===== config.mk =====
export PLATFORM = sky130hd
export DESIGN_NAME = rps_pin_select
export DESIGN_NICKNAME = d
export VERILOG_FILES = /design/src/hw/rps_pkg.sv /design/src/hw/rps_pin_select.sv
export SDC_FILE = /design/constraint.sdc
export NUM_CORES = 1
export LEC_CHECK = 0
export ABC_AREA = 0
export BUFFER_PORTS_ARGS = -buffer_cell sky130_fd_sc_hd__buf_4
export CORE_MARGIN = 2
export CORE_UTILIZATION = 35
export CTS_CLUSTER_DIAMETER = 30
export DETAILED_ROUTE_END_ITERATION = 10
export PLACE_DENSITY_LB_ADDON = 0.1
export SLEW_MARGIN = 20
export SYNTH_ARGS = -nofsm -noshare
export SYNTH_HDL_FRONTEND = slang
export SYNTH_SLANG_ARGS = --single-unit

===== constraint.sdc =====
create_clock -name CLK_SYS -period 11.1 [get_ports CLK_SYS]
set_input_delay 2.22 -clock CLK_SYS [delete_from_list [all_inputs] [get_ports CLK_SYS]]
set_output_delay 2.22 -clock CLK_SYS [all_outputs]
set_load 0.01 [all_outputs]

===== src/hw/rps_pkg.sv =====
// constants and register map of the remappable pin select block
package rps_pkg;

  // ---------------------------------------------------------------
  // register map (word index, byte address = index * 4)
  // ---------------------------------------------------------------
  localparam int unsigned REG_COUNT                = 14;
  localparam int unsigned REG_IDX_W                = 4;
  localparam int unsigned ADDR_W                   = 6;
  localparam int unsigned REG_W                    = 16;
  localparam int unsigned BUS_W                    = 32;
  localparam int unsigned BE_W                     = 4;
  localparam int unsigned BYTE_W                   = 8;
  localparam int unsigned WORD_LSB                 = 2;

  localparam logic [3:0] UART3_RX_INPUT_ROUTE           = 4'h0;
  localparam logic [3:0] UART1_RX_CTS_INPUT_ROUTE       = 4'h1;
  localparam logic [3:0] UART2_RX_CTS_INPUT_ROUTE       = 4'h2;
  localparam logic [3:0] SPI1_CLOCK_DATA_INPUT_ROUTE    = 4'h3;
  localparam logic [3:0] UART3_CTS_SPI1_SEL_INPUT_ROUTE = 4'h4;
  localparam logic [3:0] SPI2_CLOCK_DATA_INPUT_ROUTE    = 4'h5;
  localparam logic [3:0] SPI2_SELECT_INPUT_ROUTE        = 4'h6;
  localparam logic [3:0] UART4_RX_CTS_INPUT_ROUTE       = 4'h7;
  localparam logic [3:0] SPI3_CLOCK_DATA_INPUT_ROUTE    = 4'h8;
  localparam logic [3:0] SPI3_SELECT_INPUT_ROUTE        = 4'h9;
  localparam logic [3:0] PINS_0_1_OUTPUT_ROUTE          = 4'ha;
  localparam logic [3:0] PINS_2_3_OUTPUT_ROUTE          = 4'hb;
  localparam logic [3:0] PINS_4_5_OUTPUT_ROUTE          = 4'hc;
  localparam logic [3:0] PINS_6_7_OUTPUT_ROUTE          = 4'hd;

  // ---------------------------------------------------------------
  // field layout
  // ---------------------------------------------------------------
  localparam int unsigned SEL_W      = 6;
  localparam int unsigned LO_LSB     = 0;
  localparam int unsigned HI_LSB     = 8;
  localparam logic [15:0] FIELD_LO   = 16'h003f;
  localparam logic [15:0] FIELD_HI   = 16'h3f00;
  localparam logic [15:0] FIELD_BOTH = 16'h3f3f;
  localparam logic [15:0] FIELD_NONE = 16'h0000;

  // implemented bits per register
  localparam logic [15:0] REG_MASK [REG_COUNT] = '{
    FIELD_HI, FIELD_BOTH, FIELD_BOTH, FIELD_BOTH, FIELD_BOTH, FIELD_BOTH, FIELD_LO,
    FIELD_BOTH, FIELD_BOTH, FIELD_LO,
    FIELD_BOTH, FIELD_BOTH, FIELD_BOTH, FIELD_BOTH};

  // input selects reset to all ones, output selects to zero
  localparam logic [15:0] REG_RESET [REG_COUNT] = '{
    FIELD_HI, FIELD_BOTH, FIELD_BOTH, FIELD_BOTH, FIELD_BOTH, FIELD_BOTH, FIELD_LO,
    FIELD_BOTH, FIELD_BOTH, FIELD_LO,
    FIELD_NONE, FIELD_NONE, FIELD_NONE, FIELD_NONE};

  // ---------------------------------------------------------------
  // peripheral input routing table (bit of PERIPH_IN)
  // ---------------------------------------------------------------
  localparam int unsigned IN_COUNT = 17;
  // 0 u1 rx, 1 u1 cts, 2 u2 rx, 3 u2 cts, 4 u3 rx, 5 u3 cts, 6 u4 rx, 7 u4 cts,
  // 8 spi1 clk, 9 spi1 data, 10 spi1 sel, 11 spi2 clk, 12 spi2 data,
  // 13 spi2 sel, 14 spi3 clk, 15 spi3 data, 16 spi3 sel
  localparam logic [3:0] IN_REG [IN_COUNT] = '{
    UART1_RX_CTS_INPUT_ROUTE, UART1_RX_CTS_INPUT_ROUTE,
    UART2_RX_CTS_INPUT_ROUTE, UART2_RX_CTS_INPUT_ROUTE,
    UART3_RX_INPUT_ROUTE, UART3_CTS_SPI1_SEL_INPUT_ROUTE,
    UART4_RX_CTS_INPUT_ROUTE, UART4_RX_CTS_INPUT_ROUTE,
    SPI1_CLOCK_DATA_INPUT_ROUTE, SPI1_CLOCK_DATA_INPUT_ROUTE,
    UART3_CTS_SPI1_SEL_INPUT_ROUTE,
    SPI2_CLOCK_DATA_INPUT_ROUTE, SPI2_CLOCK_DATA_INPUT_ROUTE, SPI2_SELECT_INPUT_ROUTE,
    SPI3_CLOCK_DATA_INPUT_ROUTE, SPI3_CLOCK_DATA_INPUT_ROUTE, SPI3_SELECT_INPUT_ROUTE};
  localparam int unsigned IN_LSB [IN_COUNT] = '{
    LO_LSB, HI_LSB, LO_LSB, HI_LSB, HI_LSB, HI_LSB, LO_LSB, HI_LSB,
    HI_LSB, LO_LSB, LO_LSB, HI_LSB, LO_LSB, LO_LSB, HI_LSB, LO_LSB, LO_LSB};

  // ---------------------------------------------------------------
  // pins and functions
  // ---------------------------------------------------------------
  localparam int unsigned PIN_COUNT      = 8;
  localparam int unsigned PIN_IDX_W      = 3;
  localparam int unsigned SMALL_PKG_PIN  = 5;
  localparam int unsigned FUNC_COUNT     = 64;
  localparam logic [5:0]  FUNC_NONE      = 6'h00;
  localparam logic        INACTIVE_LEVEL = 1'b1;

endpackage


===== src/hw/rps_pin_select.sv =====
// remappable pin select: routing registers on avalon-mm and the pin matrix
// ---------------------------------------------------------------
// ---------------------------------------------------------------
//
// The register offsets and the Avalon-MM slave port were chosen for this implementation.
`timescale 1ns/100ps
module rps_pin_select
  import rps_pkg::*;
#(
  parameter bit SMALL_PACKAGE = 1'b0
) (
  input  wire logic                  CLK_SYS,
  input  wire logic                  RST,
  input  wire logic                  CE,
  input  wire logic [ADDR_W-1:0]     AVS_ADDRESS,
  input  wire logic                  AVS_READ,
  input  wire logic                  AVS_WRITE,
  input  wire logic [BUS_W-1:0]      AVS_WRITEDATA,
  input  wire logic [BE_W-1:0]       AVS_BYTEENABLE,
  output logic      [BUS_W-1:0]      AVS_READDATA,
  output logic                       AVS_WAITREQUEST,
  input  wire logic [PIN_COUNT-1:0]  REMAPPABLE_PIN_IN,
  input  wire logic [FUNC_COUNT-1:0] PERIPH_OUT_FUNC,
  output logic      [IN_COUNT-1:0]   PERIPH_IN,
  output logic      [PIN_COUNT-1:0]  REMAPPABLE_PIN_OUT,
  output logic      [PIN_COUNT-1:0]  REMAPPABLE_PIN_OE
);

  // ---------------------------------------------------------------
  // bus slave
  // ---------------------------------------------------------------
  logic [REG_W-1:0]     route_q [REG_COUNT];
  logic [REG_W-1:0]     route_d [REG_COUNT];
  logic                 ack_q;
  logic                 ack_d;
  logic [REG_W-1:0]     rdata_q;
  logic [REG_W-1:0]     rdata_d;
  logic                 req;
  logic                 hit;
  logic [REG_IDX_W-1:0] idx;
  logic [REG_W-1:0]     wmask;

  function automatic logic [REG_W-1:0] impl_mask(input logic [REG_IDX_W-1:0] i);
    logic [REG_W-1:0] m;
    m = REG_MASK[i];
    if (SMALL_PACKAGE && i == PINS_4_5_OUTPUT_ROUTE) begin
      m = m & ~FIELD_HI;
    end
    return m;
  endfunction

  assign req = AVS_READ | AVS_WRITE;
  assign idx = AVS_ADDRESS[ADDR_W-1:WORD_LSB];
  assign hit = (AVS_ADDRESS[WORD_LSB-1:0] == '0) && (idx < REG_IDX_W'(REG_COUNT));
  // one wait cycle; a frozen block keeps the master waiting
  assign AVS_WAITREQUEST = req & ~(ack_q & CE);
  assign AVS_READDATA = {{(BUS_W-REG_W){1'b0}}, rdata_q};

  always_comb begin
    wmask = {{BYTE_W{AVS_BYTEENABLE[1]}}, {BYTE_W{AVS_BYTEENABLE[0]}}};
    route_d = route_q;
    ack_d = req & ~ack_q;
    rdata_d = rdata_q;
    if (req && !ack_q && AVS_READ) begin
      rdata_d = hit ? route_q[idx] : '0;
    end
    if (AVS_WRITE && ack_q && hit) begin
      wmask = wmask & impl_mask(idx);
      route_d[idx] = (route_q[idx] & ~wmask) | (AVS_WRITEDATA[REG_W-1:0] & wmask);
    end
  end

  always_ff @(posedge CLK_SYS or posedge RST) begin
    if (RST) begin
      route_q <= REG_RESET;
      ack_q   <= 1'b0;
      rdata_q <= '0;
    end else if (CE) begin
      route_q <= route_d;
      ack_q   <= ack_d;
      rdata_q <= rdata_d;
    end
  end

  // ---------------------------------------------------------------
  // routing matrix
  // ---------------------------------------------------------------
  logic [IN_COUNT-1:0]  periph_in_d;
  logic [PIN_COUNT-1:0] pin_out_d;
  logic [PIN_COUNT-1:0] pin_oe_d;

  genvar g;
  generate
    for (g = 0; g < IN_COUNT; g++) begin : g_in
      logic [SEL_W-1:0] sel;
      assign sel = route_q[IN_REG[g]][IN_LSB[g] +: SEL_W];
      // the reset value of all ones names no pin, so inputs idle cleanly
      assign periph_in_d[g] = (sel < SEL_W'(PIN_COUNT)) ?
                              REMAPPABLE_PIN_IN[sel[PIN_IDX_W-1:0]] : INACTIVE_LEVEL;
    end
    for (g = 0; g < PIN_COUNT; g++) begin : g_out
      logic [SEL_W-1:0] func;
      assign func = route_q[PINS_0_1_OUTPUT_ROUTE + g / 2][(g % 2) * HI_LSB +: SEL_W];
      assign pin_out_d[g] = (func != FUNC_NONE) & PERIPH_OUT_FUNC[func];
      assign pin_oe_d[g]  = (func != FUNC_NONE);
    end
  endgenerate

  // registered so pins never see select glitches while software rewrites
  always_ff @(posedge CLK_SYS or posedge RST) begin
    if (RST) begin
      PERIPH_IN          <= {IN_COUNT{INACTIVE_LEVEL}};
      REMAPPABLE_PIN_OUT <= '0;
      REMAPPABLE_PIN_OE  <= '0;
    end else if (CE) begin
      PERIPH_IN          <= periph_in_d;
      REMAPPABLE_PIN_OUT <= pin_out_d;
      REMAPPABLE_PIN_OE  <= pin_oe_d;
    end
  end

endmodule


* Word-level counts from Yosys, hierarchy flattened
Memories as Yosys holds them, arrays and structs flattened. Index checks and enable logic that the tools add are counted.
Cells by class: reduce and logical (&&, ||, !) cells 18, bitwise operators 20, order comparisons 45, mux-type cells 76
Operators with widths (number):
- $bwmux W224 | 1
- $lt A6 B4 Y1 const B | 17
- $mux W16 | 6
- $lt A3 B4 Y1 const B | 17
- $bmux W16 S4 | 1
- $demux W16 S4 | 1
- $lt A6 B7 Y1 const B | 8
- $bmux W1 S3 | 17
- $and A16 B16 Y16 | 3
- $bmux W1 S6 | 8
- $reduce_bool A6 Y1 | 8
- $mux W1 | 42
- $not A16 Y16 | 1
- $or A16 B16 Y16 | 1
- $and A1 B1 Y1 | 11
- $logic_and A1 B1 Y1 | 6
- $ge A5 B5 Y1 const B | 1
- $lt A5 B1 Y1 const B | 1
- $not A4 Y5 | 1
- $lt A4 B4 Y1 const B | 1
- $reduce_and A2 Y1 | 2
- $logic_not A2 Y1 | 1
- $not A1 Y1 | 2
- $logic_not A1 Y1 | 1
- $or A1 B1 Y1 | 1
Storage, ports and cells: memories 1, register bits 274, ROM bits 256, word-level logic and storage cells 179
Memory list:
- (no name shown) | depth 16, bits a word 16, read ports 1, clocked after memory_dff 0, write ports 0, RTL line rps_pin_select.sv:45 | m = REG_MASK[i];

* Depth between registers and ports, before layout
word-level depth 9, mapped depth 9, mapped depth without buffers 5

* Least setup slack after synthesis
OpenSTA, ideal clock, no wires.
kind input port to output port, start point in CE, end point out AVS_WAITREQUEST, data required time 8.880 ns, cell stages on the path 4, slack 5.811 ns, data arrival time 3.069 ns, buffers on the path 3, cells stage by stage buf_2 -> clkbuf_1 -> buf_1 -> a21oi_1
On the way: cells in the longest elaborated chain, start to end 3
Ends and longest elaborated chain:
- from (decl) | RTL line rps_pin_select.sv:14 | input wire logic CE,
- $and A1 B1 Y1 | RTL line rps_pin_select.sv:56 | assign AVS_WAITREQUEST = req & ~(ack_q & CE);
- $not A1 Y1 | RTL line rps_pin_select.sv:56
- $and A1 B1 Y1 | RTL line rps_pin_select.sv:56
- to (decl) | RTL line rps_pin_select.sv:21 | output logic AVS_WAITREQUEST,
Every way passes these cells.

* Worst setup path in the final report
Ends and elaborated chain as after synthesis.

==> flow_metrics.env <==
export IMPL_path_clk_slew_ns=0.04
export IMPL_setup_viol=0
export IMPL_wl_per_cell_microns=25.1
export IMPL_io_pins=185
export IMPL_finalHoldViolations=0
export IMPL_path_cells="buf_4, a21oi_1, buf_4"
export IMPL_tightest_slew_ns=1.09
export IMPL_crit_top_cell="buf_4"
export IMPL_wl_mm=56.2
export IMPL_cellPowerDensity_nw_per_um2=179
export IMPL_cts_made_buffers=60
export IMPL_cpPeakStageDelay_ns=0.27
export IMPL_skew_ns=0.0143
export IMPL_cp_top_family="buffers and inverters"
export IMPL_netlist_cell_type_count=51
export IMPL_row_count=81
export IMPL_timing_slew_headroom_pct=26.8
export IMPL_path_buf_inv=2
export IMPL_cts_resized_gates=0
export IMPL_die_x_microns=228
export IMPL_ys_seq_area_share_pct=40.1
export IMPL_cts_tree="built"
export IMPL_dr_pass1_iters=5
export IMPL_vias=13000
export IMPL_synth_ff_type="dfrtp_1"
export IMPL_dp_hpwl_mm=39.0
export IMPL_grt_max_degree=147
export IMPL_grt_pass1_vias=12900
export IMPL_hold_class="reg -> reg"
export IMPL_numClockSinks=274
export IMPL_synth_ff_latch_count=274
export IMPL_die_y_microns=228
export IMPL_finalMaxSlewViolations=0
export IMPL_layout_drive_gt1_share_pct=43.3
export IMPL_gp_congestion=0.920
export IMPL_initial_core_util_pct=35.6
export IMPL_synth_edf_count=0
export IMPL_cp_required_ns=8.88
export IMPL_final_common_cell="mux4_2"
export IMPL_synthCells=1502
export IMPL_critPathSlowestCell="buf_4"
export IMPL_netlist_area_sq_um=17500
export IMPL_path_max_fanout=17
export IMPL_leakagePower_nw=8.02
export IMPL_syn2layout_area_growth_pct=17.9
export IMPL_avgSynthCellArea_sq_um=11.6
export IMPL_status="finished clean"
export IMPL_max_freq_ghz=0.200
export IMPL_setup_tns_final_ns=0
export IMPL_numPortBuffers=146
export IMPL_path_class="in -> out"
export IMPL_clk_path_buf_depth=3
export IMPL_post_cts_setup_buffer_count=0
export IMPL_fin_nets=1646
export IMPL_coreArea_sq_um=49200
export IMPL_grt_pass1_wl_mm=84.3
export IMPL_yosysWarningCount=0
export IMPL_grt_overflow=0
export IMPL_async_flop_share_pct=100
export IMPL_ir_worst_vdd_mv=0.0936
export IMPL_critPathLaunchType="primary input"
export IMPL_first_iter_violations=1179
export IMPL_root_buffer="clkbuf_16"
export IMPL_drtAntennaViolNets=0
export IMPL_final_cell_mix="mux4_2 (198), nor2_1 (176), buf_4 (167)"
export IMPL_fin_crit_sh_pct=45.1
export IMPL_finalCriticalPeriod_ns=5.01
export IMPL_worstPathArrival_ns=2.79
export IMPL_diodes=0
export IMPL_fp_dieArea_sq_um=51800
export IMPL_holdBufCountCts=0
export IMPL_grt_use_total_pct=22.0
export IMPL_grt_setup_unrepaired="no"
export IMPL_holdWs_ns=0.366
export IMPL_insertion_delay_ns=0.59
export IMPL_max_cap_viol_count=0
export IMPL_cts_htree_levels=2
export IMPL_worstSetupEndpointType="output pin"
export IMPL_grt_antenna_before_repair=0
export IMPL_drc=0
export IMPL_post_drt_via_cell_ratio=5.81
## state kept, by name (all words and copies together), names as in the netlist
signal	cells
g_out.func	48
route_q	74
ack_q	1
rdata_q	16
g_in.sel	102
REMAPPABLE_PIN_OUT	8
REMAPPABLE_PIN_OE	8
PERIPH_IN	17
## synth_stat cells, types with 25 or more instances
library cell	n	area share [%]
buf_4	31	1.3
mux2_2	29	1.9
buf_2	57	1.6
clkbuf_1	116	2.5
a21oi_1	128	3.7
o21ai_0	27	0.77
dfstp_2	119	18
nor3_1	25	0.72
mux4_2	198	26
nand2_1	89	1.9
nor2_1	176	3.8
dfrtp_1	155	22
a21oi_2	32	1.6
a31oi_1	25	0.89
mux2i_1	49	2.8
nand3_1	25	0.72
## worst paths after layout
check,from,cells after the start,end,slack (ns)
min in group asynchronous,RST,2,REMAPPABLE_PIN_OE[1],1.75
min,route_q[78],0,route_q[78],0.37
min reg2reg,route_q[78],0,route_q[78],0.37
max,CE,3,AVS_WAITREQUEST,6.09
max in group asynchronous,RST,3,REMAPPABLE_PIN_OE[2],7.95
max reg2reg,ack_q,5,g_out[0].func[4],8.06
## worst reg2reg max path, delay by kind of cell, from the launching register on
| family | cells | cell delay (ns) |
|---|---|---|
| simple gates | 4 | 2.44 |
| flops | 1 | 0.39 |
| compound gates | 1 | 0.15 |
## metrics by stage
stage	cell area, sq um	instances	setup WS, ns	power [W]	util (%)
3_5_place_dp	18600	2129	5.46	0.00196	37.8
4_1_cts	20600	2242	6.08	0.00374	41.9
6_report	20600	2242	6.09	0.00369	41.9
3_3_place_gp	18600	2129	5.52	0.00196	37.8
5_1_grt	20600	2242	5.91	0.00386	41.9
2_1_floorplan	17500	1517	1.52	0.00169	-
## layout make-up
cell class	instances	area, sq um
Fill cell	4663	28500
Multi-Input combinational cell	1004	9400
Sequential cell	274	7010
Clock buffer	77	1670
Timing Repair Buffer	168	1270
Tap cell	664	831
Clock inverter	36	365
Inverter	19	78.8
## power breakdown
group          internal (W)  switching (W)  total [W]
clock network       0.00115       0.000587    0.00174
logic              0.000339       0.000354   0.000693
registers           0.00113       0.000126    0.00125
## cell families (layout without fill, tap and decap cells)
kind of cell | Yosys count | after routing | synth area share [%]
buffers and inverters | 239 | 300 | 6.68
flip-flops | 274 | 274 | 40.1
AO/OA/AOI/OAI | 317 | 317 | 12.3
AND/OR/NAND/NOR | 395 | 395 | 10.8
multiplexers | 276 | 276 | 30.2
other | 1 | 16 | 0.0214
## routing by layer
layer	vias up	track usage, %	part of all wire [%]
met1	6652	30.3	42
met2	578	34.6	47
li1	5697	-	-
met4	0	10.0	4.3
met3	103	3.15	6.8
met5	-	0	0
Note: power is estimated with default switching activity, not from simulation.
